--- config.mk ---
export PLATFORM = sky130hd
export DESIGN_NAME = sco_output_port
export DESIGN_NICKNAME = d
export VERILOG_FILES = /design/src/sco_pkg.sv /design/src/sco_output_port.sv
export VERILOG_INCLUDE_DIRS = /design/src
export SDC_FILE = /design/constraint.sdc
export NUM_CORES = 1
export LEC_CHECK = 0
export ABC_AREA = 1
export ABC_CLOCK_PERIOD_IN_PS = 9900
export BUFFER_PORTS_ARGS = -buffer_cell sky130_fd_sc_hd__buf_2
export CORE_UTILIZATION = 55
export CTS_CLUSTER_SIZE = 24
export DETAILED_ROUTE_END_ITERATION = 12
export HOLD_SLACK_MARGIN = 0.03
export PLACE_DENSITY_LB_ADDON = 0.1
export SYNTH_ARGS = -nofsm -noshare
export SYNTH_HDL_FRONTEND = slang
export SYNTH_SLANG_ARGS = --single-unit
--- constraint.sdc ---
create_clock -name core_clk_in -period 9.9 [get_ports core_clk_in]
set_input_delay 2.475 -clock core_clk_in [delete_from_list [all_inputs] [get_ports core_clk_in]]
set_output_delay 2.475 -clock core_clk_in [all_outputs]
set_load 0.03 [all_outputs]
--- src/sco_map.svh ---
// constants for the converter output port: pin indices, thresholds, timing
// assumes inclusion by sco_pkg.sv and the design module only
`ifndef SCO_MAP_SVH
`define SCO_MAP_SVH

// sampled-level format: unsigned fraction of the reference, 16 bits
`define SCO_WORD_W    8
`define SCO_LEVEL_W   16
`define SCO_PIN_W     19

// pin vector positions
`define SCO_PIN_CLK   0
`define SCO_PIN_OEN   1
`define SCO_PIN_PD    2
`define SCO_PIN_LVL   3

// saturation thresholds as fractions of the reference (0.0665 and 0.75)
`define SCO_LOW_TH    16'h1106
`define SCO_HIGH_TH   16'hC000
// reciprocal of the span, scaled by 2^32, maps the span onto 256 codes
`define SCO_RECIP     33'h1768D
`define SCO_ZERO_CODE 8'h00
`define SCO_FULL_CODE 8'hFF
`define SCO_WORD_RST  8'h00

// timing: core clock period and output delay / hold in ns
`define SCO_CLK_NS    8
`define SCO_OD_NS     14
`define SCO_OH_NS     9
`define SCO_OD_CYC    ((`SCO_OD_NS + `SCO_CLK_NS - 1) / `SCO_CLK_NS)
`define SCO_OH_CYC    ((`SCO_OH_NS + `SCO_CLK_NS - 1) / `SCO_CLK_NS)
`define SCO_UPD_CYC   ((`SCO_OD_CYC > `SCO_OH_CYC) ? `SCO_OD_CYC : `SCO_OH_CYC)

`endif

--- src/sco_pkg.sv ---
// types for the converter output port
// assumes sco_map.svh is reachable on the include path
`include "sco_map.svh"

package sco_pkg;
	typedef logic [`SCO_WORD_W-1:0]  sco_word_t;
	typedef logic [`SCO_LEVEL_W-1:0] sco_level_t;
	typedef logic [`SCO_PIN_W-1:0]   sco_pins_t;

	// output update sequencer
	typedef enum logic [0:0] {
		SCO_IDLE = 1'b0,
		SCO_WAIT = 1'b1
	} sco_upd_state_t;
endpackage : sco_pkg
--- src/sco_output_port.sv ---
// converter output port: samples on conversion-clock fall, pipelines the word,
// presents it after rises with output delay, and gates the pin drivers.
// assumes conv_clk_in, oe_n_in, power_down_in and level_in arrive from pins
// and are far slower than core_clk_in (conversion clock well under 1/3 rate).
//
// Notes on behaviour
// - sample input at each conversion clock fall
// - word appears 2.5 cycles after sampling
// - exactly one output word per clock cycle
// - conversion continues regardless of output enable
// - drive outputs only while enable held low
// - high impedance when enable or power-down high
// - below 0.0665 reference gives all zeros
// - above three quarters reference gives all ones
// - eight-bit word, all ones is maximum
// - update after rise, hold old word first
`timescale 1ns/1ns

module sco_output_port
	import sco_pkg::*;
(
	// clock and reset
	input  wire logic              core_clk_in,
	input  wire logic              reset_in,
	// pins from the host side
	input  wire logic              conv_clk_in,
	input  wire logic              oe_n_in,
	input  wire logic              power_down_in,
	input  wire sco_pkg::sco_level_t level_in,
	// parallel output pins, drivers enabled by data_oe_out
	output sco_pkg::sco_word_t     data_out,
	output logic                   data_oe_out
);
	import sco_pkg::*;

	// synchroniser and filtered pin levels
	sco_pins_t      s1_ff, s2_ff, s3_ff, lvl_ff;
	sco_pins_t      nxt_s1, nxt_s2, nxt_s3, nxt_lvl;
	// conversion pipeline
	sco_word_t      samp_ff, stage_a_ff, stage_b_ff;
	sco_word_t      nxt_samp, nxt_stage_a, nxt_stage_b;
	// two-entry buffer
	sco_word_t      buf_ff [2];
	sco_word_t      nxt_buf [2];
	logic           wr_ptr_ff, rd_ptr_ff, nxt_wr_ptr, nxt_rd_ptr;
	logic [1:0]     cnt_ff, nxt_cnt;
	// output sequencer and pins
	sco_upd_state_t state_ff, nxt_state;
	logic [1:0]     dly_ff, nxt_dly;
	sco_word_t      pend_ff, nxt_pend, data_ff, nxt_data;
	logic           oe_ff, nxt_oe;

	logic           fall_evt, rise_evt;
	logic           push_valid, push_ready, push_fire;
	logic           pop_valid, pop_ready, pop_fire;
	sco_level_t     level_now, diff;
	logic [32:0]    prod;
	sco_word_t      qcode;

	// per-pin filter: a change counts once stages two and three agree
	genvar gi;
	generate
		for (gi = 0; gi < `SCO_PIN_W; gi++) begin : g_pin
			assign nxt_lvl[gi] = (s2_ff[gi] == s3_ff[gi]) ? s3_ff[gi] : lvl_ff[gi];
		end
	endgenerate

	assign nxt_s1 = {level_in, power_down_in, oe_n_in, conv_clk_in};
	assign nxt_s2 = s1_ff;
	assign nxt_s3 = s2_ff;

	// edges of the filtered conversion clock
	assign fall_evt = lvl_ff[`SCO_PIN_CLK] & ~nxt_lvl[`SCO_PIN_CLK];
	assign rise_evt = ~lvl_ff[`SCO_PIN_CLK] & nxt_lvl[`SCO_PIN_CLK];

	// quantiser with saturation at both ends of the range
	always_comb begin
		level_now = nxt_lvl[`SCO_PIN_LVL +: `SCO_LEVEL_W];
		diff      = level_now - `SCO_LOW_TH;
		prod      = 33'(diff) * `SCO_RECIP;
		if (level_now < `SCO_LOW_TH) begin
			qcode = `SCO_ZERO_CODE;
		end else if (level_now > `SCO_HIGH_TH || prod[32]) begin
			qcode = `SCO_FULL_CODE;
		end else begin
			qcode = prod[31:24];
		end
	end

	// handshake terms; a full buffer stalls the pipeline and drops the sample in samp_ff
	assign push_valid = rise_evt;
	assign push_ready = (cnt_ff != 2'h2);
	assign push_fire  = push_valid & push_ready;
	assign pop_valid  = (cnt_ff != 2'h0);
	assign pop_ready  = (state_ff == SCO_IDLE);
	assign pop_fire   = pop_valid & pop_ready;

	// next-state for pipeline, buffer, sequencer and pin drivers
	always_comb begin
		nxt_samp    = samp_ff;
		nxt_stage_a = stage_a_ff;
		nxt_stage_b = stage_b_ff;
		nxt_buf     = buf_ff;
		nxt_wr_ptr  = wr_ptr_ff;
		nxt_rd_ptr  = rd_ptr_ff;
		nxt_cnt     = cnt_ff;
		nxt_state   = state_ff;
		nxt_dly     = dly_ff;
		nxt_pend    = pend_ff;
		nxt_data    = data_ff;
		// sampling ignores the enable so conversion never pauses
		if (fall_evt) begin
			nxt_samp = qcode;
		end
		// half-cycle plus two rises: 2.5 cycles from sample to pins
		if (push_fire) begin
			nxt_stage_a         = samp_ff;
			nxt_stage_b         = stage_a_ff;
			nxt_buf[wr_ptr_ff]  = stage_b_ff;
			nxt_wr_ptr          = ~wr_ptr_ff;
		end
		if (pop_fire) begin
			nxt_pend   = buf_ff[rd_ptr_ff];
			nxt_rd_ptr = ~rd_ptr_ff;
		end
		nxt_cnt = cnt_ff + {1'b0, push_fire} - {1'b0, pop_fire};
		// old word held through the hold time, new one after output delay
		case (state_ff)
			SCO_IDLE: begin
				if (pop_fire) begin
					nxt_state = SCO_WAIT;
					nxt_dly   = 2'(`SCO_UPD_CYC - 1);
				end
			end
			SCO_WAIT: begin
				if (dly_ff == 2'h0) begin
					nxt_data  = pend_ff;
					nxt_state = SCO_IDLE;
				end else begin
					nxt_dly = dly_ff - 2'h1;
				end
			end
			default: nxt_state = SCO_IDLE;
		endcase
		// drive only with enable low and power-down low
		nxt_oe = ~lvl_ff[`SCO_PIN_OEN] & ~lvl_ff[`SCO_PIN_PD];
	end

	// registers
	always_ff @(posedge core_clk_in) begin
		if (reset_in) begin
			s1_ff      <= '0;
			s2_ff      <= '0;
			s3_ff      <= '0;
			lvl_ff     <= '0;
			samp_ff    <= `SCO_WORD_RST;
			stage_a_ff <= `SCO_WORD_RST;
			stage_b_ff <= `SCO_WORD_RST;
			buf_ff[0]  <= `SCO_WORD_RST;
			buf_ff[1]  <= `SCO_WORD_RST;
			wr_ptr_ff  <= 1'b0;
			rd_ptr_ff  <= 1'b0;
			cnt_ff     <= 2'h0;
			state_ff   <= SCO_IDLE;
			dly_ff     <= 2'h0;
			pend_ff    <= `SCO_WORD_RST;
			data_ff    <= `SCO_WORD_RST;
			oe_ff      <= 1'b0;
		end else begin
			s1_ff      <= nxt_s1;
			s2_ff      <= nxt_s2;
			s3_ff      <= nxt_s3;
			lvl_ff     <= nxt_lvl;
			samp_ff    <= nxt_samp;
			stage_a_ff <= nxt_stage_a;
			stage_b_ff <= nxt_stage_b;
			buf_ff     <= nxt_buf;
			wr_ptr_ff  <= nxt_wr_ptr;
			rd_ptr_ff  <= nxt_rd_ptr;
			cnt_ff     <= nxt_cnt;
			state_ff   <= nxt_state;
			dly_ff     <= nxt_dly;
			pend_ff    <= nxt_pend;
			data_ff    <= nxt_data;
			oe_ff      <= nxt_oe;
		end
	end

	assign data_out    = data_ff;
	assign data_oe_out = oe_ff;
endmodule : sco_output_port

After elaboration in Yosys (flattened, before gate mapping)
Index checks and enable logic that the tools add are counted.
W data, S select, Z words.

operators by class
  add/subtract/negate cells = 4
  multipliers = 1
  order comparisons = 5
  eq/ne operators = 22
  multiplexer cells = 31
  bitwise logic cells = 14
  reductions and logical operators = 6

operators with widths
  operator                  number
  $mux W8                   6
  $mul A16 B17 Y33 const B  1
  $eq A1 B1 Y1              19
  $mux W1                   19
  $bwmux W16                1
  $gt A16 B16 Y1 const B    1
  $lt A16 B13 Y1 const B    1
  $sub A16 B13 Y16 const B  1
  $demux W8 S1              1
  $not A1 Y1                7
  $and A1 B1 Y1             5
  $ge A2 B2 Y1 const B      2
  $mux W2                   2
  $ne A2 B2 Y1 const B      2
  $not A1 Y2                2
  $pmux W2 S2               1
  $reduce_and A2 Y1         2
  $add A2 B1 Y2             1
  $logic_not A2 Y1          1
  $lt A2 B1 Y1 const B      1
  $ne A2 B1 Y1 const B      1
  $pmux W1 S2               1
  $reduce_bool A2 Y1        1
  $sub A2 B1 Y2             1
  other kinds (3)           3

word-level totals
  flip-flop bits (word level) = 140
  input bits = 21
  word-level logic and storage cells = 102

Depth between registers and ports, before layout
  depth after elaboration = 7
  gate-level depth with buffers = 37
  depth with buffers taken out = 37

Least setup slack after synthesis
OpenSTA, ideal clock, no wires.

  kind = reg2reg
  start = register s3_ff[4]
  end = register samp_ff[0]
  setup time = 135 ps
  arrival time = 5800 ps
  required time = 9765 ps
  setup slack = 3966 ps
  cell stages (with the launch flop) = 31
  buffers on the path = 0
  period minus slack after synthesis = 5934 ps
  path through = dfxtp_1 > nor2_1 > a21oi_4 > ha_1 > nor2_2 > nand2_1 > xnor2_1 > inv_1 > fa_1 > inv_1 > fa_1 > fa_1 > inv_1 > fa_1 > inv_1 > fa_1 > fa_1 > inv_1 > ha_1 > nand2_1 > nor2_1 > nor2_1 > o21bai_1 > nand2_1 > nand2_1 > a21oi_2 > inv_1 > nand2_4 > nand4_1 > nand2_1 > a21oi_2

between the ends
  word-level cells in the longest chain between the ends = 7
  elaborated cells on any way between the ends = 9

ends and longest elaborated chain
  what                        line                    text
  from (decl)                 sco_output_port.sv:37   sco_pins_t s1_ff, s2_ff, s3_ff, lvl_ff;
  from (signal assigned)      sco_output_port.sv:172  s3_ff <= nxt_s3;
  $eq A1 B1 Y1                sco_output_port.sv:64   assign nxt_lvl[gi] = (s2_ff[gi] == s3_ff[gi]) ? s3_ff[gi] : lvl_ff[gi];
  $mux W1 (*)                 sco_output_port.sv:64
  net level_now[1]            sco_output_port.sv:56   sco_level_t level_now, diff;
  $sub A16 B13 Y16 (no line)  n/a
  $mul A16 B17 Y33 (no line)  n/a
  $logic_or A1 B1 Y1          sco_output_port.sv:83   end else if (level_now > `SCO_HIGH_TH || prod[32]) begin
  $mux W8                     sco_output_port.sv:83
  $mux W8 (*)                 sco_output_port.sv:81   if (level_now < `SCO_LOW_TH) begin
  to (signal assigned)        sco_output_port.sv:156  samp_ff <= `SCO_WORD_RST;
  to (signal assigned)        sco_output_port.sv:174  samp_ff <= nxt_samp;
  to (decl)                   sco_output_port.sv:40   sco_word_t samp_ff, stage_a_ff, stage_b_ff;

Mark *: on every way through the listed nets, which the timed path passes. The rest lies on a longest branch.
A chain may end at the register's enable or synchronous reset.

Worst setup path after layout
  start = register s3_ff[4]
  end = register samp_ff[5]

The elaborated chain is that of the path after synthesis.

==> results.cfg <==
[run_status]
status = finished clean

[worst_setup_path]
cp_slowest_cell = fa_1
critPathMaxStageDelay_ns = 0.56
worstPathRequired_ns = 10.16
crit_path_end_kind = flop
critical_path_class = flop to flop
cp.arrival_ns = 6.99
critPathLaunchType = flop
cp_max_fo = 8
cp_common_cell = inv_1

[logic_synthesis]
synth-seq-cells = 140
yosysWarnings = 0
syn_area_um2 = 10700
synth_ff_type = dfxtp_1
syn_nets = 1604
ys_types = 44
async_flop_share_pct = 0
synth_area_leader_cell = dfxtp_1
synth.area.top_cells = dfxtp_1 26%, fa_1 16%, ha_1 16%
synth-edff-count = 0
syn_inst = 1363
yosysTopAreaCellShare_pct = 26.1
netlist_top_cells_count = 289 x inv_1, 204 x nand2_1, 201 x nor2_1
yosysMostFrequentCell = inv_1
seq_area_frac_synth_pct = 26.1
syn_avg_cell_area_um2 = 7.89

[routing]
wl_met1_um = 11200
top_layer_used = met4
routed-wl-met3_um = 886
drtAntennaViolNets = 0
drt_iter0_markers = 427
drc = 0
wl_met2_um = 9960
drtPass1Iterations = 5
wl_um = 22400
vias = 8178
viasPerCell = 4.91
wl_per_cell_um = 13.5

[sta]
hold_viol = 0
finalCriticalPeriod_ns = 6.73
rsz0062_at_grt = no
setup_viol = 0
max_freq_mhz = 149
tightest_slew_ns = 1.10
fin_crit_sh_pct = 68.0
fin_tns_setup_ns = 0
slew_violations = 0
hold_ws_ns = 0.404
max_slew_margin_pct = 26.8
fin_skew_ns = 0.0107

[clocking]
cts-root-buf = clkbuf_16
ctsHoldBuffers = 0
clockBufferDepth = 2
worstSkewPairLatency_ns = 0.42
clkTransAtPathRegs_ns = 0.07
cts_htree_levels = 4
cts.repair.resized = 0
numCtsBuffers = 17
cts_tree = built
cts_setup_buffers = 0
clock-sinks = 140

[grt]
grt_antenna_before_repair = 0
grt_pass1_wl_um = 38400
grt_pass1_vias = 7995
grt_max_degree = 96
grt_use_total_pct = 24.5
overflow = 0

[finish]
finish.utilization_pct = 62.0
drive_above_1_share_pct = 9.11
nets = 1633
n_antenna_cell = 0
syn_to_final_growth_pct = 9.37

[die]
initial_core_util_pct = 56.7
core_area_um2 = 19000
dieArea_um2 = 20100
fp.dieW_um = 142
rows = 50
pin_count = 30
die_h_um = 142

[power]
power.density_nw_per_um2 = 145
vdd.ir_drop.worst_mv = 0.0984
pwr-share-seq_pct = 37.3
power_frac_clock_pct = 37.0
internal-power_mw = 1.12
combPwrFrac_pct = 25.7
switchingPower_mw = 0.579
p_leak_nw = 6.00
swShare_pct = 34.0

[flow_run]
max-cap-violations = 0

[placement]
place.gp.congestion = 0.920
dp_hpwl_um = 18100
portBuffers = 29

[hold_path]
hold_path.class = flop to flop
==> placed cells by master (no fill, tap or decap), drive strengths merged <==
cell type    n
inv        303
nand2      230
nor2       208
dfxtp      140
ha         134
fa          86
o21ai       69
a21oi       67
buf         32
nand3       31
clkbuf      17
xor2        14
nand4       13
a31oi        8
or2          7
o21bai       7
nor3         7
clkinv       6
a21o         5
xnor2        5
nor4         4
clkinvlp     3
nand3b       2
o21a         1
o31ai        1
nor4b        1
a211oi       1
o211ai       1
o22ai        1
bufinv       1
==> layout make-up <==
cell class | count | area, µm²
clock buffers | 17 | 425
clock inverters | 15 | 169
fillers | 1736 | 7200
inverters | 298 | 1120
multi-input cells | 903 | 6740
flip-flops and latches | 140 | 2800
well taps | 260 | 325
repair buffers | 32 | 170
==> logic make-up (layout without fill, tap and decap cells) <==
kind of cell	after synthesis	in the layout	share of synthesized area, %
buffers and inverters	320	362	11.2
adder cells (fa/ha/maj)	220	220	31.6
AO/OA/AOI/OAI	161	161	8.99
flip-flops	140	140	26.1
XOR/XNOR	19	19	1.72
AND/OR/NAND/NOR	503	503	20.4
==> critical path, delay by kind of cell, from the launching register on <==
family | cells | cell delay (ns)
flops | 1 | 0.31
simple gates | 7 | 0.89
xor+xnor | 1 | 0.28
fa+ha+maj | 8 | 3.57
compound gates | 6 | 0.92
buf+inv | 6 | 0.60
==> path summary, 6_finish.rpt <==
| kind | startpoint | to | slack, ns | cells after the start |
|---|---|---|---|---|
| worst max-delay path | s3_ff[4]$_SDFF_PP0_ | samp_ff[5]$_SDFFE_PP0P_ | 3.17 | 28 |
| worst min-delay path | nxt_s2[5]$_SDFF_PP0_ | nxt_s3[5]$_SDFF_PP0_ | 0.40 | 2 |
| worst max register to register | s3_ff[4]$_SDFF_PP0_ | samp_ff[5]$_SDFFE_PP0P_ | 3.17 | 28 |
| worst min register to register | nxt_s2[5]$_SDFF_PP0_ | nxt_s3[5]$_SDFF_PP0_ | 0.40 | 2 |
==> power by group through the flow <==
stage,clock network (mW),logic [mW],registers [mW]
detailed placement,0,0.435,0.647
floorplan,0,0.313,0.661
CTS,0.647,0.440,0.635
global route,0.670,0.508,0.640
global placement,0,0.435,0.646
finish,0.630,0.437,0.635
==> metrics by stage <==
step	instances	power, mW	setup WS [ns]	area (µm²)
after floorplan	1363	0.974	3.97	10700
after global placement	1633	1.08	3.27	11200
after detailed placement	1633	1.08	3.17	11200
after CTS	1665	1.72	3.13	11800
after global routing	1665	1.82	2.61	11800
final	1665	1.70	3.17	11800
==> layer usage <==
metal | global-route usage (%) | vias to the layer above
met2 | 38.2 | 131
met3 | 4.52 | 25
met4 | 7.19 | 0
li1 | - | 4261
met1 | 34.6 | 3761
met5 | 0 | -
==> registers in the layout (all words and copies together), names as in the netlist, 8 cells and up <==
| register | cells |
|---|---|
| pend_ff | 8 |
| buf_ff | 16 |
| samp_ff | 8 |
| nxt_s3 | 19 |
| stage_b_ff | 8 |
| lvl_ff | 19 |
| stage_a_ff | 8 |
| nxt_s2 | 19 |
| s3_ff | 19 |
| data_out | 8 |
No activity file was read; power rests on OpenSTA's default activity.
